`src/verilog/fmhr_pkg.sv`:
```
// Package for the host-side register group of the FM multiplex data decoder.
// Assumes a 50 MHz system clock; every user of the map imports this package.
package fmhr_pkg;

   // Register offsets on the parallel port address lines
   localparam logic [3:0] ADDR_PACKET_DATA      = 4'h0;
   localparam logic [3:0] ADDR_PACKET_CONDITION = 4'h1;
   localparam logic [3:0] ADDR_BLOCK_INDEX      = 4'h2;
   localparam logic [3:0] ADDR_CONTROL_TWO      = 4'h5;
   localparam logic [3:0] ADDR_GROUP_CHECK      = 4'h6;

   // Reset values
   localparam logic [7:0]  CONTROL_TWO_RESET = 8'h00;
   localparam logic [7:0]  GROUP_CHECK_RESET = 8'h00;
   localparam logic [15:0] CRC_RESET         = 16'h0000;

   // Control register two field positions
   localparam int CT_DMA_ENABLE      = 0;
   localparam int CT_STROBE_SELECT   = 1;
   localparam int CT_RAW_FRAME_OUT   = 2;
   localparam int CT_READY_TIMING    = 3;
   localparam int CT_REQ_POLARITY    = 4;
   localparam int CT_ACK_POLARITY    = 5;
   localparam int CT_BLOCK_CLEAR     = 6;
   localparam int CT_SECONDARY       = 7;

   // Packet condition field positions
   localparam int PC_FULL_CORRECTION = 7;
   localparam int PC_BLOCK_LOCKED    = 6;
   localparam int PC_FRAME_LOCKED    = 5;
   localparam int PC_ERROR           = 4;
   localparam int PC_PARITY_BLOCK    = 3;
   localparam int PC_FRAME_HEAD      = 2;
   localparam int PC_GROUP_CHECK_OK  = 1;

   // Layer-4 check generator x^16 + x^12 + x^5 + 1, without the top term
   localparam logic [15:0] CRC_POLY      = 16'h1021;
   localparam logic [2:0]  CRC_LAST_BIT  = 3'h7;

   // Timing
   localparam int CLK_PERIOD_NS  = 20;
   localparam int INT_WIDTH_NS   = 2000;
   localparam int READY_HOLD_NS  = 200;
   localparam int INT_CYCLES     = (INT_WIDTH_NS + CLK_PERIOD_NS - 1) / CLK_PERIOD_NS;
   localparam int READY_CYCLES   = (READY_HOLD_NS + CLK_PERIOD_NS - 1) / CLK_PERIOD_NS;
   localparam logic [6:0] INT_CYC_W   = 7'(INT_CYCLES);
   localparam logic [3:0] READY_CYC_W = 4'(READY_CYCLES);

   typedef enum logic [0:0] {
      FMHR_CRC_IDLE  = 1'b0,
      FMHR_CRC_SHIFT = 1'b1
   } fmhr_crc_state_t;

   typedef enum logic [1:0] {
      FMHR_RDY_IDLE = 2'b00,
      FMHR_RDY_HOLD = 2'b01,
      FMHR_RDY_WAIT = 2'b10
   } fmhr_rdy_state_t;

endpackage : fmhr_pkg

```
`src/verilog/fmhr_regs.sv`:
```
// Host-side register group: control register two, packet condition, block
// index and the layer-4 data-group check. Parallel port strobes arrive from
// pins and are synchronised; packet flags come from decoder logic on CLK_SYS.
//
// Contract
// Control bit 0 selects DMA packet readout
// Strobe select: read strobe or acknowledge
// Raw frame output enable steers frame output
// Ready timing bit picks ready variant
// Request polarity bit: low or high active
// Acknowledge polarity bit: low or high active
// Block clear unlocks block sync, clears counter
// During block clear: no interrupt, output released
// Host writes block clear back to zero
// Host sets secondary flag for substation
// Offset 06H feeds bytes to group check
// Condition bits: correction, block, frame lock
// Error, parity, frame head bits; bit0 unused
// Frame head valid only without full correction
// Check bit captures all-zero just before read
// Block index holds 8-bit block number
// Index undefined while column fix stopped
// Registers updated just before packet interrupt
// Serial host may abandon after sixteen bits
// Divide by x16+x12+x5+1, flag all-zero
// Host clears check register before each group
// Groups of any length with check word
// Bytes shifted MSB first, one bit/clock
// Condition and index hold between updates
`timescale 1ns/1ps
module fmhr_regs (
   input  wire logic        CLK_SYS,               // System clock, 50 MHz
   input  wire logic        SYS_RST,               // Synchronous reset, active high
   input  wire logic        CLK_EN,                // Freezes all state while low
   input  wire logic        IFACE_SERIAL,          // Pin: 1 selects the serial interface
   input  wire logic        CS_N,                  // Pin: chip select
   input  wire logic        RD_N,                  // Pin: read strobe
   input  wire logic        WR_N,                  // Pin: write strobe
   input  wire logic [3:0]  REG_ADDR,              // Pin: register address
   input  wire logic [7:0]  REG_WDATA,             // Pin: write data
   input  wire logic        TRANSFER_ACK_PIN,      // Pin: DMA acknowledge, polarity programmable
   input  wire logic        PKT_VALID,             // Decoder: new packet flags, one-cycle pulse
   input  wire logic [7:2]  PKT_FLAGS,             // Decoder: correction, lock, error, parity, head
   input  wire logic [7:0]  PKT_BLOCK,             // Decoder: block number of the packet
   input  wire logic        PKT_PENDING,           // Decoder: packet data awaits readout
   input  wire logic [7:0]  PKT_DATA,              // Decoder: current packet data byte
   input  wire logic        COLUMN_FIX_STOP,       // Control one: column correction stopped
   input  wire logic        GROUP_CHECK_CLEAR,     // Control one: hold check register at zero
   input  wire logic        SER_BYTE_VALID,        // Serial receiver: check byte strobe
   input  wire logic [7:0]  SER_BYTE,              // Serial receiver: check byte
   input  wire logic        CORE_DO_OE,            // Serial output driver wants the pin
   output logic [7:0]       RD_DATA,               // Read data to the port
   output logic             RD_DATA_OE,            // Read data drive enable
   output logic             PKT_READ_PULSE,        // To decoder: one data byte consumed
   output logic             READY_N,               // Ready pin, low while busy
   output logic             TRANSFER_REQUEST,      // DMA request pin
   output logic             INT_N,                 // Packet interrupt, active low
   output logic             GROUP_CHECK_OK,        // Check result pin, high when all zero
   output logic             SERIAL_DO_OE,          // Serial output drive enable
   output logic             BLOCK_SYNC_CLEAR,      // To sync block: unlock, clear counter
   output logic             RAW_FRAME_OUTPUT_ENABLE, // To output block: raw frame output
   output logic             SECONDARY_STATION_FLAG   // To decoder: substation reception
);
   import fmhr_pkg::*;

   typedef struct packed {
      logic [7:0]      control_two;
      logic [7:2]      packet_condition;
      logic            crc_zero;
      logic [7:0]      block_index;
      logic [15:0]     crc;
      logic [7:0]      crc_byte;
      logic [2:0]      crc_cnt;
      fmhr_crc_state_t crc_st;
      logic [2:0]      cs_s;
      logic [2:0]      rd_s;
      logic [2:0]      wr_s;
      logic [2:0]      ack_s;
      logic [2:0]      sp_s;
      logic            cs_lv;
      logic            rd_lv;
      logic            wr_lv;
      logic            ack_lv;
      logic            sp_lv;
      logic [7:0]      rd_data;
      logic            rd_oe;
      logic            pkt_read;
      fmhr_rdy_state_t rdy_st;
      logic [3:0]      rdy_cnt;
      logic            ready_n;
      logic            req;
      logic            int_pend;
      logic [6:0]      int_cnt;
      logic            int_n;
      logic            do_oe;
      logic            blk_clear;
   } fmhr_state_t;

   fmhr_state_t r;
   fmhr_state_t next_r;

   // Maps a logical level onto a pin of programmable polarity (1 = active high)
   function automatic logic fmhr_polar(input logic level, input logic active_high);
      fmhr_polar = active_high ? level : ~level;
   endfunction : fmhr_polar

   // Three-stage input filter step: the level moves only when stages one and two agree
   function automatic logic fmhr_agree(input logic [2:0] s, input logic lv);
      fmhr_agree = (s[1] == s[2]) ? s[2] : lv;
   endfunction : fmhr_agree

   logic parallel;
   logic wr_go;
   logic rd_start;
   logic rd_end;
   logic ack_act;
   logic ack_start;
   logic data_rd;
   logic byte_go;
   logic [7:0] byte_in;
   logic fb;

   // Next-state logic for the whole block
   always_comb begin
      next_r    = r;
      parallel  = 1'b0;
      wr_go     = 1'b0;
      rd_start  = 1'b0;
      rd_end    = 1'b0;
      ack_act   = 1'b0;
      ack_start = 1'b0;
      data_rd   = 1'b0;
      byte_go   = 1'b0;
      byte_in   = GROUP_CHECK_RESET;
      fb        = 1'b0;

      // Pin synchronisers; stage zero feeds stage one only
      next_r.cs_s  = {r.cs_s[1:0], CS_N};
      next_r.rd_s  = {r.rd_s[1:0], RD_N};
      next_r.wr_s  = {r.wr_s[1:0], WR_N};
      next_r.ack_s = {r.ack_s[1:0], TRANSFER_ACK_PIN};
      next_r.sp_s  = {r.sp_s[1:0], IFACE_SERIAL};
      next_r.cs_lv  = fmhr_agree(r.cs_s, r.cs_lv);
      next_r.rd_lv  = fmhr_agree(r.rd_s, r.rd_lv);
      next_r.wr_lv  = fmhr_agree(r.wr_s, r.wr_lv);
      next_r.ack_lv = fmhr_agree(r.ack_s, r.ack_lv);
      next_r.sp_lv  = fmhr_agree(r.sp_s, r.sp_lv);
      parallel = ~r.sp_lv;

      // Strobe edges, all on filtered levels
      wr_go    = parallel & r.wr_lv & ~next_r.wr_lv & ~next_r.cs_lv;
      rd_start = parallel & r.rd_lv & ~next_r.rd_lv & ~next_r.cs_lv;
      rd_end   = ~r.rd_lv & next_r.rd_lv;
      ack_act  = parallel & ~fmhr_polar(next_r.ack_lv, r.control_two[CT_ACK_POLARITY]) ? 1'b0 :
                 parallel;
      ack_start = ack_act & (fmhr_polar(r.ack_lv, r.control_two[CT_ACK_POLARITY]) == 1'b0);

      // Register writes; only control two and the check input are writable
      if (wr_go) begin
         case (REG_ADDR)
            ADDR_CONTROL_TWO: next_r.control_two = REG_WDATA;
            ADDR_GROUP_CHECK: begin
               byte_go = 1'b1;
               byte_in = REG_WDATA;
            end
            default: ;
         endcase
      end
      // Serial hosts feed the check through their own receiver instead
      if (~parallel && SER_BYTE_VALID) begin
         byte_go = 1'b1;
         byte_in = SER_BYTE;
      end

      // Group check: MSB first, one bit a clock; a byte during a shift is lost
      fb = r.crc[15] ^ r.crc_byte[7];
      case (r.crc_st)
         FMHR_CRC_IDLE: begin
            if (byte_go) begin
               next_r.crc_byte = byte_in;
               next_r.crc_cnt  = 3'h0;
               next_r.crc_st   = FMHR_CRC_SHIFT;
            end
         end
         FMHR_CRC_SHIFT: begin
            next_r.crc      = {r.crc[14:0], 1'b0} ^ (fb ? CRC_POLY : CRC_RESET);
            next_r.crc_byte = {r.crc_byte[6:0], 1'b0};
            next_r.crc_cnt  = r.crc_cnt + 3'h1;
            if (r.crc_cnt == CRC_LAST_BIT) begin
               next_r.crc_st = FMHR_CRC_IDLE;
            end
         end
         default: next_r.crc_st = FMHR_CRC_IDLE;
      endcase
      // Clear is a level from control one and overrides any shift in progress
      if (GROUP_CHECK_CLEAR) begin
         next_r.crc    = CRC_RESET;
         next_r.crc_st = FMHR_CRC_IDLE;
      end
      // All-zero flag kept in a flop so the result pin needs no compare behind it
      next_r.crc_zero = (next_r.crc == CRC_RESET);

      // Packet readout strobe: read pin, or the acknowledge pin in DMA mode
      if (r.control_two[CT_DMA_ENABLE]) begin
         data_rd = r.control_two[CT_STROBE_SELECT] ? ack_start :
                   (rd_start & ack_act);
      end else begin
         data_rd = rd_start & (REG_ADDR == ADDR_PACKET_DATA);
      end
      next_r.pkt_read = data_rd;

      // Register reads: data captured when the strobe opens
      if (rd_start || data_rd) begin
         next_r.rd_oe = 1'b1;
         case (REG_ADDR)
            ADDR_PACKET_CONDITION: begin
               next_r.rd_data = {r.packet_condition, r.crc_zero, 1'b0};
            end
            ADDR_BLOCK_INDEX: next_r.rd_data = r.block_index;
            default:          next_r.rd_data = PKT_DATA;
         endcase
         if (data_rd) begin
            next_r.rd_data = PKT_DATA;
         end
      end else if (rd_end || ~parallel ||
                   (r.control_two[CT_DMA_ENABLE] && r.control_two[CT_STROBE_SELECT] && ~ack_act && r.rd_lv)) begin
         // Acknowledge-strobed reads never raise RD, so the end of the acknowledge frees the bus
         next_r.rd_oe = 1'b0;
      end

      // Ready: timing one follows the strobe, timing two is a fixed hold
      case (r.rdy_st)
         FMHR_RDY_IDLE: begin
            if (data_rd) begin
               next_r.ready_n = 1'b0;
               next_r.rdy_cnt = READY_CYC_W;
               next_r.rdy_st  = r.control_two[CT_READY_TIMING] ? FMHR_RDY_HOLD :
                                FMHR_RDY_WAIT;
            end
         end
         FMHR_RDY_HOLD: begin
            next_r.rdy_cnt = r.rdy_cnt - 4'h1;
            if (r.rdy_cnt == 4'h1) begin
               next_r.ready_n = 1'b1;
               next_r.rdy_st  = FMHR_RDY_IDLE;
            end
         end
         FMHR_RDY_WAIT: begin
            if (rd_end || ~ack_act && r.control_two[CT_STROBE_SELECT]) begin
               next_r.ready_n = 1'b1;
               next_r.rdy_st  = FMHR_RDY_IDLE;
            end
         end
         default: begin
            next_r.ready_n = 1'b1;
            next_r.rdy_st  = FMHR_RDY_IDLE;
         end
      endcase

      // DMA request pin, meaningful only on the parallel interface
      next_r.req = fmhr_polar(parallel & r.control_two[CT_DMA_ENABLE] & PKT_PENDING,
                              r.control_two[CT_REQ_POLARITY]);

      // Packet update: registers load one cycle ahead of the interrupt edge
      next_r.int_pend = 1'b0;
      if (PKT_VALID && !r.control_two[CT_BLOCK_CLEAR]) begin
         next_r.packet_condition = PKT_FLAGS;
         next_r.block_index      = PKT_BLOCK;
         next_r.int_pend         = 1'b1;
      end
      if (r.int_pend) begin
         next_r.int_n   = 1'b0;
         next_r.int_cnt = INT_CYC_W;
      end else if (r.int_cnt != 7'h0) begin
         next_r.int_cnt = r.int_cnt - 7'h1;
         if (r.int_cnt == 7'h1) begin
            next_r.int_n = 1'b1;
         end
      end
      // Block clear silences the interrupt and releases the serial output
      if (r.control_two[CT_BLOCK_CLEAR]) begin
         next_r.int_pend = 1'b0;
         next_r.int_cnt  = 7'h0;
         next_r.int_n    = 1'b1;
      end
      next_r.do_oe     = CORE_DO_OE & ~r.control_two[CT_BLOCK_CLEAR];
      next_r.blk_clear = r.control_two[CT_BLOCK_CLEAR];
   end

   // State register; reset levels match the idle pin states
   always_ff @(posedge CLK_SYS) begin
      if (SYS_RST) begin
         r             <= '0;
         r.control_two <= CONTROL_TWO_RESET;
         r.crc         <= CRC_RESET;
         r.crc_zero    <= 1'b1;
         r.crc_st      <= FMHR_CRC_IDLE;
         r.rdy_st      <= FMHR_RDY_IDLE;
         r.cs_s        <= 3'h7;
         r.rd_s        <= 3'h7;
         r.wr_s        <= 3'h7;
         r.ack_s       <= 3'h7;
         r.cs_lv       <= 1'b1;
         r.rd_lv       <= 1'b1;
         r.wr_lv       <= 1'b1;
         r.ack_lv      <= 1'b1;
         r.ready_n     <= 1'b1;
         r.req         <= 1'b1;
         r.int_n       <= 1'b1;
      end else if (CLK_EN) begin
         r <= next_r;
      end
   end

   // Outputs straight from the state register
   assign RD_DATA                 = r.rd_data;
   assign RD_DATA_OE              = r.rd_oe;
   assign PKT_READ_PULSE          = r.pkt_read;
   assign READY_N                 = r.ready_n;
   assign TRANSFER_REQUEST        = r.req;
   assign INT_N                   = r.int_n;
   assign GROUP_CHECK_OK          = r.crc_zero;
   assign SERIAL_DO_OE            = r.do_oe;
   assign BLOCK_SYNC_CLEAR        = r.blk_clear;
   assign RAW_FRAME_OUTPUT_ENABLE = r.control_two[CT_RAW_FRAME_OUT];
   assign SECONDARY_STATION_FLAG  = r.control_two[CT_SECONDARY];

endmodule : fmhr_regs

```
`config.mk`:
```
export PLATFORM = sky130hd
export DESIGN_NAME = fmhr_regs
export DESIGN_NICKNAME = d
export VERILOG_FILES = /design/src/verilog/fmhr_pkg.sv /design/src/verilog/fmhr_regs.sv
export SDC_FILE = /design/constraint.sdc
export NUM_CORES = 1
export LEC_CHECK = 0
export ABC_AREA = 0
export BUFFER_PORTS_ARGS = -buffer_cell sky130_fd_sc_hd__buf_2
export CELL_PAD_IN_SITES_DETAIL_PLACEMENT = 1
export CELL_PAD_IN_SITES_GLOBAL_PLACEMENT = 1
export CORE_MARGIN = 2
export CORE_UTILIZATION = 46
export CTS_CLUSTER_SIZE = 28
export DETAILED_ROUTE_END_ITERATION = 8
export PLACE_DENSITY_LB_ADDON = 0.1
export SETUP_SLACK_MARGIN = 0.5
export SLEW_MARGIN = 0
export SYNTH_ARGS = -nofsm -noshare
export SYNTH_HDL_FRONTEND = slang
export SYNTH_SLANG_ARGS = --single-unit
```
`constraint.sdc`:
```
create_clock -name CLK_SYS -period 4.2 [get_ports CLK_SYS]
set_clock_uncertainty 0.05 [all_clocks]
set_input_delay 0.63 -clock CLK_SYS [delete_from_list [all_inputs] [get_ports CLK_SYS]]
set_output_delay 0.63 -clock CLK_SYS [all_outputs]
set_load 0.02 [all_outputs]
```
==> impl_summary.md, run 1 <==
Finish
The area of the multi-input gates is 2580 um^2. The number of antenna diodes in the final layout is 0. More flip-flops sit in one register than any other, and that register is r. For this run, the number of standard cells in the final layout without fillers is 744. The combined flip-flop and latch cell area is 2000 um^2. The register with the most flip-flops in the layout has 71 of them. The finished cells cover 5400 um^2.

Compared with the post-synthesis result, the final layout area differs by 11.5%. After filler insertion, the fill cell instance count of the layout stands at 1277. The post-route netlist has 18.6% of its cells at a drive strength greater than 1.

In the final design database the tool counted 666 nets.

STA
The transition time of the tightest slew-check pin is 1.17 ns. The max-slew violation total from the final report is 0. Setup violations remaining at the end of the flow were counted as 0. The setup TNS is 0 ns. Of the available clock period, the critical path in the final layout requires 61.6%.

The top achievable clock speed is 0.386 GHz. Setup repair after global routing left no endpoint under its margin. The final worst-path setup slack is 1.61 ns. For the finished layout, the period the worst path requires is 2.59 ns. The worst slack on hold paths is 0.414 ns.

The final count of hold timing violations is 0. The worst-case headroom to the max-slew limit is 21.6%.

Detailed routing
In the routed layout, each cell is associated on average with a via count of 5.75. The count of routing violations after the opening detailed-route iteration is 222. The number of search-and-repair iterations in the first detailed-routing pass is 4.

The routed layout has 4276 vias. The count of nets left with antenna violations once routing finished came out at 0. After detailed routing, the average wire length per cell comes to 16.5 um. After detailed routing, the number of remaining DRC violations is 0. The final wirelength is 12300 um.

Placement
The count of input and output buffers is 72. The weighted congestion reported at the end of routability-driven placement is 0.778. The worst slack after detailed placement is 1.25 ns. After detailed placement, the total cell area comes to 5190 um^2. The number of placed cells counting well taps is 728.

The detailed placer's ending HPWL is 8660 um.

Clock tree
The clock insertion delay at the later pin of the skew report is 0.36 ns. Clock tree synthesis found a total of 100 sinks. TritonCTS built the clock tree. Post-CTS repair changed the size of 0 cells. After clock tree synthesis, the clock-pin slew on the worst setup and hold paths is 0.10 ns. Hold repair after CTS inserted 0 buffers. The longest clock path from root to sink contains 2 buffers. The H-tree generated during clock tree synthesis spans 3 levels. The cell chosen for the clock root is clkbuf_8.

The number of setup buffers added after CTS is 0. In this run, CTS created clock tree buffers numbering 9.

Floorplanning
The floorplan step set the die height to 107 um. The effective utilization at floorplan is 47.1%. The count of boundary I/O pins is 74. From left edge to right edge, the die measures 107 um. The die area is 11400 um^2. Row generation in the floorplan step produced 37 rows. The core region area is 10300 um^2.

Global routing
The number of global-route vias before repair is 4242. The largest net degree at the start of global routing is 52. The total overflow reported by the global router is 0. The first-pass GRT wire length is 20900 um.

The number of antenna violations at the first check in global routing is 0. The overall global routing resource usage is 22.5%.

Synthesis
Of the total synthesized cell area, the portion taken by full adders, half adders and majority gates is 2.25%. The number of enable flip-flop cells after synthesis is 0. Counting flops and latches in the post-synthesis netlist gives 100. The unique cell type count in the Yosys netlist is 71. For this run, the number of Yosys warnings is 0. For this run, the leading register cell type out of synthesis is dfxtp_1.

Synthesis produced a netlist with a net count of 624. The post-synthesis mux area share is 5.58%. The fraction of the mapped netlist area in simple logic gates is 23.8%. The average instance in the mapped netlist occupies 8.63 um^2. The dominant combinational cell family by area after synthesis is simple AND/OR/NAND/NOR gates. Of the total synthesized cell area, the portion taken by XOR and XNOR cells is 1.42%.

The instance count of the mapped netlist is 561. The fraction of the mapped netlist area in compound gates is 20.3%. The sequential-to-total area share from yosys stat is 41.3%.

The synthesized netlist occupies a cell area of 4840 um^2. Counting flops with an async set or reset pin after synthesis yields a share of 0%.

Power
The worst-case IR drop observed on VDD is 0.299 mV. In this run the power density over the cells is 374 nW/um^2. The leakage power is 2.07 nW.

Status
The flow ran to the end, and the final reports show no timing, DRC or antenna violations.

Critical path
The arrival time of the worst setup path is 2.84 ns. The worst setup path is launched from a primary input. In this run the worst path has a maximum fanout of 32.

STA classifies the critical path endpoint as a register. The setup path with the least slack is of type in2reg. STA puts the critical path data required time at 4.45 ns.

Flow run
Max-cap violations in this run came to 0.

Min path
In this run the worst hold path is classified as reg2reg.
-- layer usage --
metal	wire length, um	global-route usage, %	up-vias
li1	-	-	2117
met3	333	2.67	14
met4	144	5.84	0
met2	6140	38.9	53
met5	0	0	-
met1	5650	29.8	2092
-- cells in the mapped netlist, types with 5 or more instances --
cell	number	share of area, %
nor2_1	67	5.2
a22o_1	7	1.3
buf_4	9	1.4
nor4_1	13	1.7
dfxtp_1	100	41
a22oi_1	14	2.2
mux2i_1	27	5.6
a2111oi_0	7	1.3
clkbuf_1	28	2.2
nor3_1	19	2.0
xnor2_1	5	0.90
nand3_1	12	1.2
nor4b_1	8	1.4
a21oi_1	41	4.2
inv_1	12	0.93
nand2b_1	8	1.0
ha_1	7	1.8
nand3b_1	8	1.2
nand2_1	58	4.5
a221o_1	8	1.7
o21ai_0	22	2.3
-- logic make-up after synthesis --
family          Yosys count
mux                      27
buf+inv                  57
compound gates          136
fa+ha+maj                 9
flops                   100
simple gates            225
xor+xnor                  7
-- area by class of cell --
class / count / share of cell area, %
Timing Repair Buffer: 76 / 7.23
Sequential cell: 100 / 37.1
Clock buffer: 10 / 2.55
Clock inverter: 6 / 1.32
Inverter: 12 / 0.834
Tap cell: 136 / 3.15
Multi-Input combinational cell: 404 / 47.8
-- cells in the final DEF, fill, tap and decap left out, types with 2 or more instances in the layout --
cell type  count
o21ai_0       22
nor3_1        19
ha_1           7
o221a_2        2
nor3b_1        4
xnor2_1        5
or3_1          3
buf_2         72
a311oi_1       2
nor2_1        67
nand4b_1       4
mux2i_1       27
a31oi_1        3
nor2b_1        4
a221o_1        8
clkbuf_8      10
or4b_2         2
nand2_1       58
dfxtp_1      100
nand3_1       12
nand3b_1       8
nor4b_1        8
a21oi_1       41
nor4_1        13
o311ai_0       2
a41oi_1        2
a2111oi_0      7
a22o_1         7
o41ai_2        2
a211oi_1       4
inv_1         12
buf_4          4
or2_2          3
a22oi_1       14
a21o_1         4
nand2b_1       8
-- report_power, final --
| group | switching [W] | internal (W) |
|---|---|---|
| registers | 0.0000440 | 0.000991 |
| clock network | 0.000353 | 0.000299 |
| logic | 0.000189 | 0.000144 |
| total | 0.000586 | 0.00143 |
-- stage by stage --
| step | utilization, % | total power, W |
|---|---|---|
| finish | 52.5 | 0.00202 |
| global route | 52.5 | 0.00213 |
| CTS | 52.5 | 0.00204 |
| detailed placement | 50.5 | 0.00139 |
| global placement | 50.5 | 0.00138 |
| floorplan | - | 0.00130 |
-- final timing paths --
| kind | startpoint | to | slack [ns] | cells past startpoint |
|---|---|---|---|---|
| min | r[84] | r[84] | 0.41 | 2 |
| max | CLK_EN | RD_DATA[5] | 1.61 | 6 |
| max reg2reg | r[49] | r[73] | 1.81 | 4 |
| min reg2reg | r[84] | r[84] | 0.41 | 2 |
-- critical path, stage by stage --
cell	delay, ns
buf_2	0.47
inv_1	0.35
nor4b_4	0.42
nor2_2	0.18
a2111oi_4	0.52
a221o_1	0.24
No activity file was read; power rests on OpenSTA's default activity.
==> run 2: changes to the inputs <==
Settings changed: CORE_UTILIZATION 46 to 39.
Clock period 4.2 ns to 2.11 ns, I/O delays scaled along.
==> run 2 against run 1 <==
  * Core utilization is 0.87 points higher
  * Critical path depth is 2 higher
  * Combinational power grew to 2.9 times the previous value
  * Cell count is 11% higher
  * First-iteration DRC count is 33% higher
  * Global-route usage is 0.25 points higher
  * Count of clock-buffer cells in the layout is 1 lower
  * Sequential share of layout area is 5.4 points lower
  * Register-to-register slack worse by 1.7 ns
  * Hold slack worse by 0.29 ns
  * Flip-flop and latch count stayed put
  * Sequential power is 100% higher
  * Critical endpoint is now r[92]
==> impl_summary.md, run 2 (synthesis gave the netlist of run 1 again) <==
Clock tree
The maximum buffer depth of the clock tree came to 2 (unchanged). TritonCTS built the clock tree. The total number of clock tree sinks is 100 (unchanged). The clock insertion delay at the later pin of the skew report was 0.36 ns (about the same). The number of buffers added by the clock tree synthesis step is 9 (unchanged).

The cell chosen for the clock root is clkbuf_16. The clock-pin slew reported for the worst setup and hold paths after clock tree synthesis is 0.08 ns (-0.02 ns). The maximum level of the CTS H-tree is 3 (unchanged).

Detailed routing
The remaining antenna violation count after routing is 0 (unchanged). The number of search-and-repair iterations in the first detailed-routing pass is 7 (+3). The via count came to 4543 (+6.2%). The via-per-instance ratio is 5.51 (-4.1%). The mean routed wirelength per cell is 18.0 um (+9.2%). The final wirelength is 14800 um (+21%).

The post-detailed-route DRC marker count is 0 (unchanged). The count of routing violations after the opening detailed-route iteration is 296 (+33%).

STA
The final setup violation count is 0 (unchanged). The final period demand of the worst path is 1.96 ns. Based on the critical path, the design can be clocked at up to 0.511 GHz. Setup repair after global routing could not meet its margin everywhere. The final worst-path setup slack came to 0.153 ns (-1.46 ns). The worst-case headroom to the max-slew limit came to 49.2% (+28 points). The transition time of the tightest slew-check pin is 0.762 ns (-0.413 ns). The setup TNS came to 0 ns (unchanged). The part of the cycle the worst path needs is 92.8%. The final count of hold timing violations was 0 (unchanged). The max-slew violation total from the final report is 0 (unchanged).

Power
The relative contribution of the clock network to total power is 35.0% (+2.7 points). The power per unit of standard cell area is 730 nW/um^2 (+95%). The leakage power came to 2.46 nW (+19%).

The switching share of total power came to 30.5% (+1.5 points). The net load switching power is 0.00143 W (+140%). The internal cell power is 0.00327 W (+130%).

The largest vdd supply drop was 0.584 mV (+95%). The share of power burned in registers is 44.4% (-6.9 points). The power share of the combinational group was 20.6% (+4.1 points).

Critical path
The worst endpoint required time is 2.28 ns (-2.17 ns). The worst setup path startpoint is next_r[48]. The number of buffers and inverters on the critical path is 3 (+1).

The number of gates on the worst path with buffers counted was 8 (+2). The delay of the slowest critical-path stage was 0.37 ns (-0.15 ns). The arrival time of the worst setup path is 2.13 ns (-0.71 ns).

The depth of the most critical reg-to-reg path is 8 (+4). The signal on the critical path passes through maj3_2 > buf_12 > nor4_4 > buf_6 > and3_4 > buf_6 > mux2i_1 > nor2_1. STA classifies the critical path startpoint as a register.

STA classifies the critical path endpoint as a register. The largest fanout of any net on the critical path is 5 (-84%). The worst-case register-to-register setup slack is 0.15 ns (-1.66 ns). The kind of cell with the highest combined delay along the critical path is buffers and inverters. The critical path in this run is classified as reg2reg.

The endpoint identified for the worst register-to-register timing path is r[92]. By instance count, the cell type seen most on the critical path is buf_6. In this run the critical register-to-register path is launched from next_r[48].

The slowest stage of the critical path is the maj3_2 cell.

Min path
The type of the tightest min-delay check is in2reg. The endpoint of the worst hold-timing path is next_r[41]. The cell depth of the worst hold path is 3 (+1). In this run the most critical hold path is launched from WR_N.

Finish
The number of fill cells is 1387 (+8.6%). The net count reported at finish is 714 (+7.2%). The number of flip-flops in the largest register is 71 (unchanged). The fraction of final layout cells sized beyond drive strength 1 came to 36.1% (+18 points). The library cells used most frequently in the layout, excluding fill and tap cells, are dfxtp_1, buf_2, nor2_1, nand2_1, buf_4. r holds more flip-flops than any other register.

The number of diodes added for antenna fixing was 0 (unchanged). The area growth from synthesis to layout is 33.0%. The most common cell after layout, fill and taps aside is dfxtp_1.

Global routing
The total overflow reported by the global router is 0 (unchanged). The number of antenna violations at the first check in global routing is 0 (unchanged). The number of global-route vias before repair came to 4611 (+8.7%).

The first-pass GRT wire length is 23700 um (+13%). The largest net degree at the start of global routing was 66 (+27%). The overall global routing resource usage was 22.7% (+0.25 points).

Placement
The count of input and output buffers is 72 (unchanged). The worst slack after detailed placement is 0.0709 ns (-1.18 ns). The detailed placer's ending HPWL is 9780 um (+13%). The weighted congestion reported at the end of routability-driven placement is 0.800 (+2.8%).

Floorplanning
The count of boundary I/O pins came to 74 (unchanged). The core region area is 12100 um^2 (+17%). The width of the chip is 115 um (+8.3%).

The die span in y is 115 um (+8.3%). The number of cell rows is 40 (+8.1%). The die area was 13300 um^2 (+17%). The effective utilization at floorplan came to 40.2% (-7.0 points).

Status
The flow ran to the end, and the final reports show no timing, DRC or antenna violations.

Flow run
The number of max-cap violations is 0 (unchanged).
==> run 2: changes by cell type in the layout (fill, tap and decap cells not counted), sizes merged <==
| cell | change |
|---|---|
| buf | +47 |
| inv | +2 |
| a21oi | +1 |
| bufinv | -1 |
| clkbuf | -1 |
| clkinv | +1 |
| clkinvlp | -1 |
==> run 2: final cells by class <==
type | instances | area [um^2] | area share [%]
repair buffers | 123 | 823 | 12.8
clock buffers | 9 | 225 | 3.50
well taps | 168 | 210 | 3.26
flip-flops and latches | 100 | 2040 | 31.6
multi-input cells | 405 | 3030 | 47.1
inverters | 12 | 45.0 | 0.699
clock inverters | 7 | 66.3 | 1.03
==> run 2: how the worst max path moves through the flow <==
| stage | end | slack, ns |
|---|---|---|
| after floorplan | READY_N | 0.35 |
| after global placement | RD_DATA[1] | 0.12 |
| after detailed placement | RD_DATA[5] | 0.07 |
| after CTS | RD_DATA[5] | 0.17 |
| after global routing | r[92] | 0.06 |
| final | r[92] | 0.15 |
==> run 2: power by group through the flow <==
stage               combinational [W]  clock, W  sequential (W)
CTS                          0.000899   0.00170         0.00207
floorplan                    0.000545         0         0.00209
detailed placement           0.000751         0         0.00211
finish                       0.000970   0.00164         0.00209
global placement             0.000719         0         0.00211
global route                  0.00105   0.00177         0.00210
==> run 2: metrics by stage <==
stage / hold WS [ns] / total power, W / instance area [um^2] / instances / util, %
global placement: 0.392 / 0.00282 / 5530 / 776 / 45.9
finish: 0.126 / 0.00470 / 6440 / 824 / 53.4
global route: 0.129 / 0.00493 / 6440 / 824 / 53.4
floorplan: 0.386 / 0.00264 / 5040 / 561 / -
detailed placement: 0.404 / 0.00286 / 5530 / 776 / 45.9
CTS: 0.114 / 0.00466 / 6240 / 818 / 51.7
==> run 2: worst register-to-register path: stages, from the launching register on <==
cell	delay (ns)
dfxtp_2	0.33
maj3_2	0.37
buf_12	0.15
nor4_4	0.15
buf_6	0.17
and3_4	0.21
buf_6	0.14
mux2i_1	0.22
nor2_1	0.05
==> run 2: what timing repair did <==
action	4_1_cts	5_1_grt
pin swaps	31	18
hold buffers	0	0
cloned	1	0
setup buffers	25	6
setup endpoints to repair	61	63
resized for setup	49	33
==> run 2: metal layers <==
metal	vias to the layer above	global-route usage, %	wire [um]
li1	2213	-	-
met1	2230	28.3	6670
met2	86	39.4	7440
met3	14	5.70	575
met4	0	5.70	147
met5	-	0	0
==> run 3: changes to the inputs <==
Settings changed: PLACE_DENSITY_LB_ADDON 0.1 to 0.08.
==> run 3 against run 2 <==
  * Cell area is 0.64% higher
  * Count of clock-buffer cells in the layout stayed put
  * Die area unchanged
  * Global-route usage down 0.16 points
  * Critical path type unchanged
  * Total power decreased by 0.61%
  * Maximum frequency grew 4.2%
  * Hold slack lost 0.00058 ns
  * Sequential power barely moved
  * Sequential share of layout area shrank 0.24 points
==> impl_summary.md, run 3 (synthesis gave the netlist of run 1 again) <==
STA
The worst-case headroom to the max-slew limit came to 61.9% (+13 points). The final setup violation count is 0 (unchanged). The top achievable clock speed is 0.533 GHz (+4.2%). The max-slew violation total from the final report came to 0 (unchanged). The setup TNS is 0 ns (unchanged). The transition time of the tightest slew-check pin is 0.572 ns (-0.190 ns). The final count of hold timing violations came to 0 (unchanged). The part of the cycle the worst path needs was 89.0% (-3.8 points). The final period demand of the worst path is 1.88 ns (-0.0795 ns). Setup repair after global routing could not meet its margin everywhere.

Detailed routing
The remaining antenna violation count after routing is 0 (unchanged). The number of search-and-repair iterations in the first detailed-routing pass is 4 (-3). The final wirelength is 14800 um (-0.22%).

The via count was 4499 (-0.97%). The via-per-instance ratio is 5.49 (-0.49%). The post-detailed-route DRC marker count is 0 (unchanged). The mean routed wirelength per cell was 18.1 um (+0.26%). The count of routing violations after the opening detailed-route iteration came to 232 (-22%).

Global routing
The number of global-route vias before repair is 4530 (-1.8%). The overall global routing resource usage is 22.6% (-0.16 points). The total overflow reported by the global router was 0 (unchanged). The first-pass GRT wire length came to 23300 um (-1.6%). The number of antenna violations at the first check in global routing was 0 (unchanged). The largest net degree at the start of global routing is 50 (-24%).

Power
The leakage power is 2.48 nW (+0.63%). The largest vdd supply drop is 0.681 mV (+17%). The power per unit of standard cell area is 720 nW/um^2 (-1.2%).

Min path
The endpoint of the worst hold-timing path is next_r[41]. The worst hold path begins at WR_N. The cell depth of the worst hold path is 3 (unchanged).

The worst hold path belongs to the class in2reg.

Critical path
The worst-case register-to-register setup slack is 0.23 ns (+0.08 ns). STA classifies the critical path startpoint as a register. The delay of the slowest critical-path stage was 0.56 ns (+0.19 ns). The number of buffers and inverters on the critical path is 1 (-2). In this run the critical register-to-register path is captured at RD_DATA[5]. The kind of end point of the critical path is a register. The depth of the most critical reg-to-reg path is 6 (-2). The worst endpoint required time is 2.37 ns (+0.09 ns). The worst setup path startpoint is next_r[39].

The largest fanout of any net on the critical path is 10 (+5). The startpoint of the most critical register-to-register path is next_r[39]. The arrival time of the worst setup path is 2.14 ns (about the same).

The family with the most delay on the worst path is simple AND/OR/NAND/NOR gates. By startpoint and endpoint, the worst setup path is classified as reg2reg. The master of the slowest instance on the critical path is or4b_4. Traced cell by cell, the critical path runs through or4b_4 > a21oi_4 > nor2_4 > buf_12 > nor4b_2 > a221o_1.

Placement
The detailed placer's ending HPWL is 10100 um (+3.1%). The total cell area at the placement stage came to 5550 um^2 (+0.27%). The weighted congestion reported at the end of routability-driven placement is 0.822 (+2.8%). The count of input and output buffers is 72 (unchanged).

Floorplanning
The number of cell rows is 40 (unchanged). The count of boundary I/O pins is 74 (unchanged). The core region area was 12100 um^2 (unchanged). The effective utilization at floorplan came to 40.2% (unchanged). The die span in y is 115 um (unchanged). The width of the chip is 115 um (unchanged). The die area is 13300 um^2 (unchanged).

Clock tree
The TritonCTS clock tree is done. The total number of clock tree sinks is 100 (unchanged). The clock insertion delay at the later pin of the skew report came to 0.37 ns (about the same). The maximum buffer depth of the clock tree is 2 (unchanged). The cell chosen for the clock root is clkbuf_16. The number of buffers added by the clock tree synthesis step came to 9 (unchanged). The clock-pin slew reported for the worst setup and hold paths after clock tree synthesis is 0.07 ns (about the same). The maximum level of the CTS H-tree is 3 (unchanged).

Finish
The most common cell after layout, fill and taps aside is dfxtp_1. The finished layout cell area was 6480 um^2 (+0.64%). The number of diodes added for antenna fixing is 0 (unchanged). The number of fill cells is 1381 (-0.43%). Leaving out fill and tap cells, the most frequent cells in the layout are dfxtp_1, buf_2, nor2_1, nand2_1, buf_4. The fraction of final layout cells sized beyond drive strength 1 is 36.2% (+0.068 points). The register containing the most flip-flops in the final layout is r. The final design utilization came to 53.8% (+0.34 points). The number of flip-flops in the largest register was 71 (unchanged).

The net count reported at finish was 710 (-0.56%). The layout-stage area growth over the synthesis result is 33.9%.

Flow run
The number of max-cap violations is 0 (unchanged).

Status
The flow ran to the end, and the final reports show no timing, DRC or antenna violations.
[run 3: changes by cell type in the layout (fill, tap and decap cells not counted), sizes merged]
cell | before | now
clkinv | 3 | 1
clkinvlp | 0 | 2
buf | 123 | 119
[run 3: worst max-delay path by stage]
stage                  to  slack, ns  cells past startpoint
2_1_floorplan     READY_N       0.35                      5
3_3_place_gp        r[77]       0.09                      7
3_5_place_dp        r[77]       0.06                      7
4_1_cts        RD_DATA[1]       0.17                      6
5_1_grt           READY_N       0.16                      7
6_report       RD_DATA[5]       0.23                      6
[run 3: layout make-up]
cell class	instances	area [um^2]	area share, %
Multi-Input combinational cell	405	3150	48.5
Sequential cell	100	2040	31.4
Timing Repair Buffer	119	764	11.8
Clock buffer	9	225	3.47
Tap cell	168	210	3.24
Clock inverter	7	57.6	0.888
Inverter	12	45.0	0.695
[run 3: stage by stage]
stage / instances / hold slack, ns / total power [W] / setup WS [ns]
4_1_cts: 813 / 0.117 / 0.00462 / 0.167
3_3_place_gp: 778 / 0.393 / 0.00283 / 0.0918
2_1_floorplan: 561 / 0.386 / 0.00264 / 0.347
6_report: 820 / 0.125 / 0.00467 / 0.232
3_5_place_dp: 778 / 0.405 / 0.00286 / 0.0611
5_1_grt: 820 / 0.141 / 0.00488 / 0.164
[run 3: layer usage]
metal / vias to the layer above / GRT usage (%) / part of all wire, %
met5: - / 0 / 0
met4: 0 / 6.02 / 1.3
met3: 13 / 5.39 / 3.7
met2: 77 / 39.8 / 51
met1: 2205 / 27.5 / 44
li1: 2204 / - / -
[run 3: what timing repair did]
item | 4_1_cts | 5_1_grt
gates cloned | 1 | 0
pin swaps | 15 | 16
gates resized for setup | 34 | 62
endpoints found under the setup margin | 62 | 47
buffers inserted | 18 | 7
hold buffers | 0 | 0
[run 3: tightest hold or removal path: stages]
cell	delay [ns]
buf_2	0.08
mux2i_1	0.06
nand2_1	0.06
[run 3: power breakdown]
part	internal (W)	switching, W	total, W	leakage [nW]
Clock	0.000819	0.000825	0.00164	0.135
Combinational	0.000446	0.000507	0.000953	1.53
Sequential	0.00198	0.0000945	0.00207	0.815
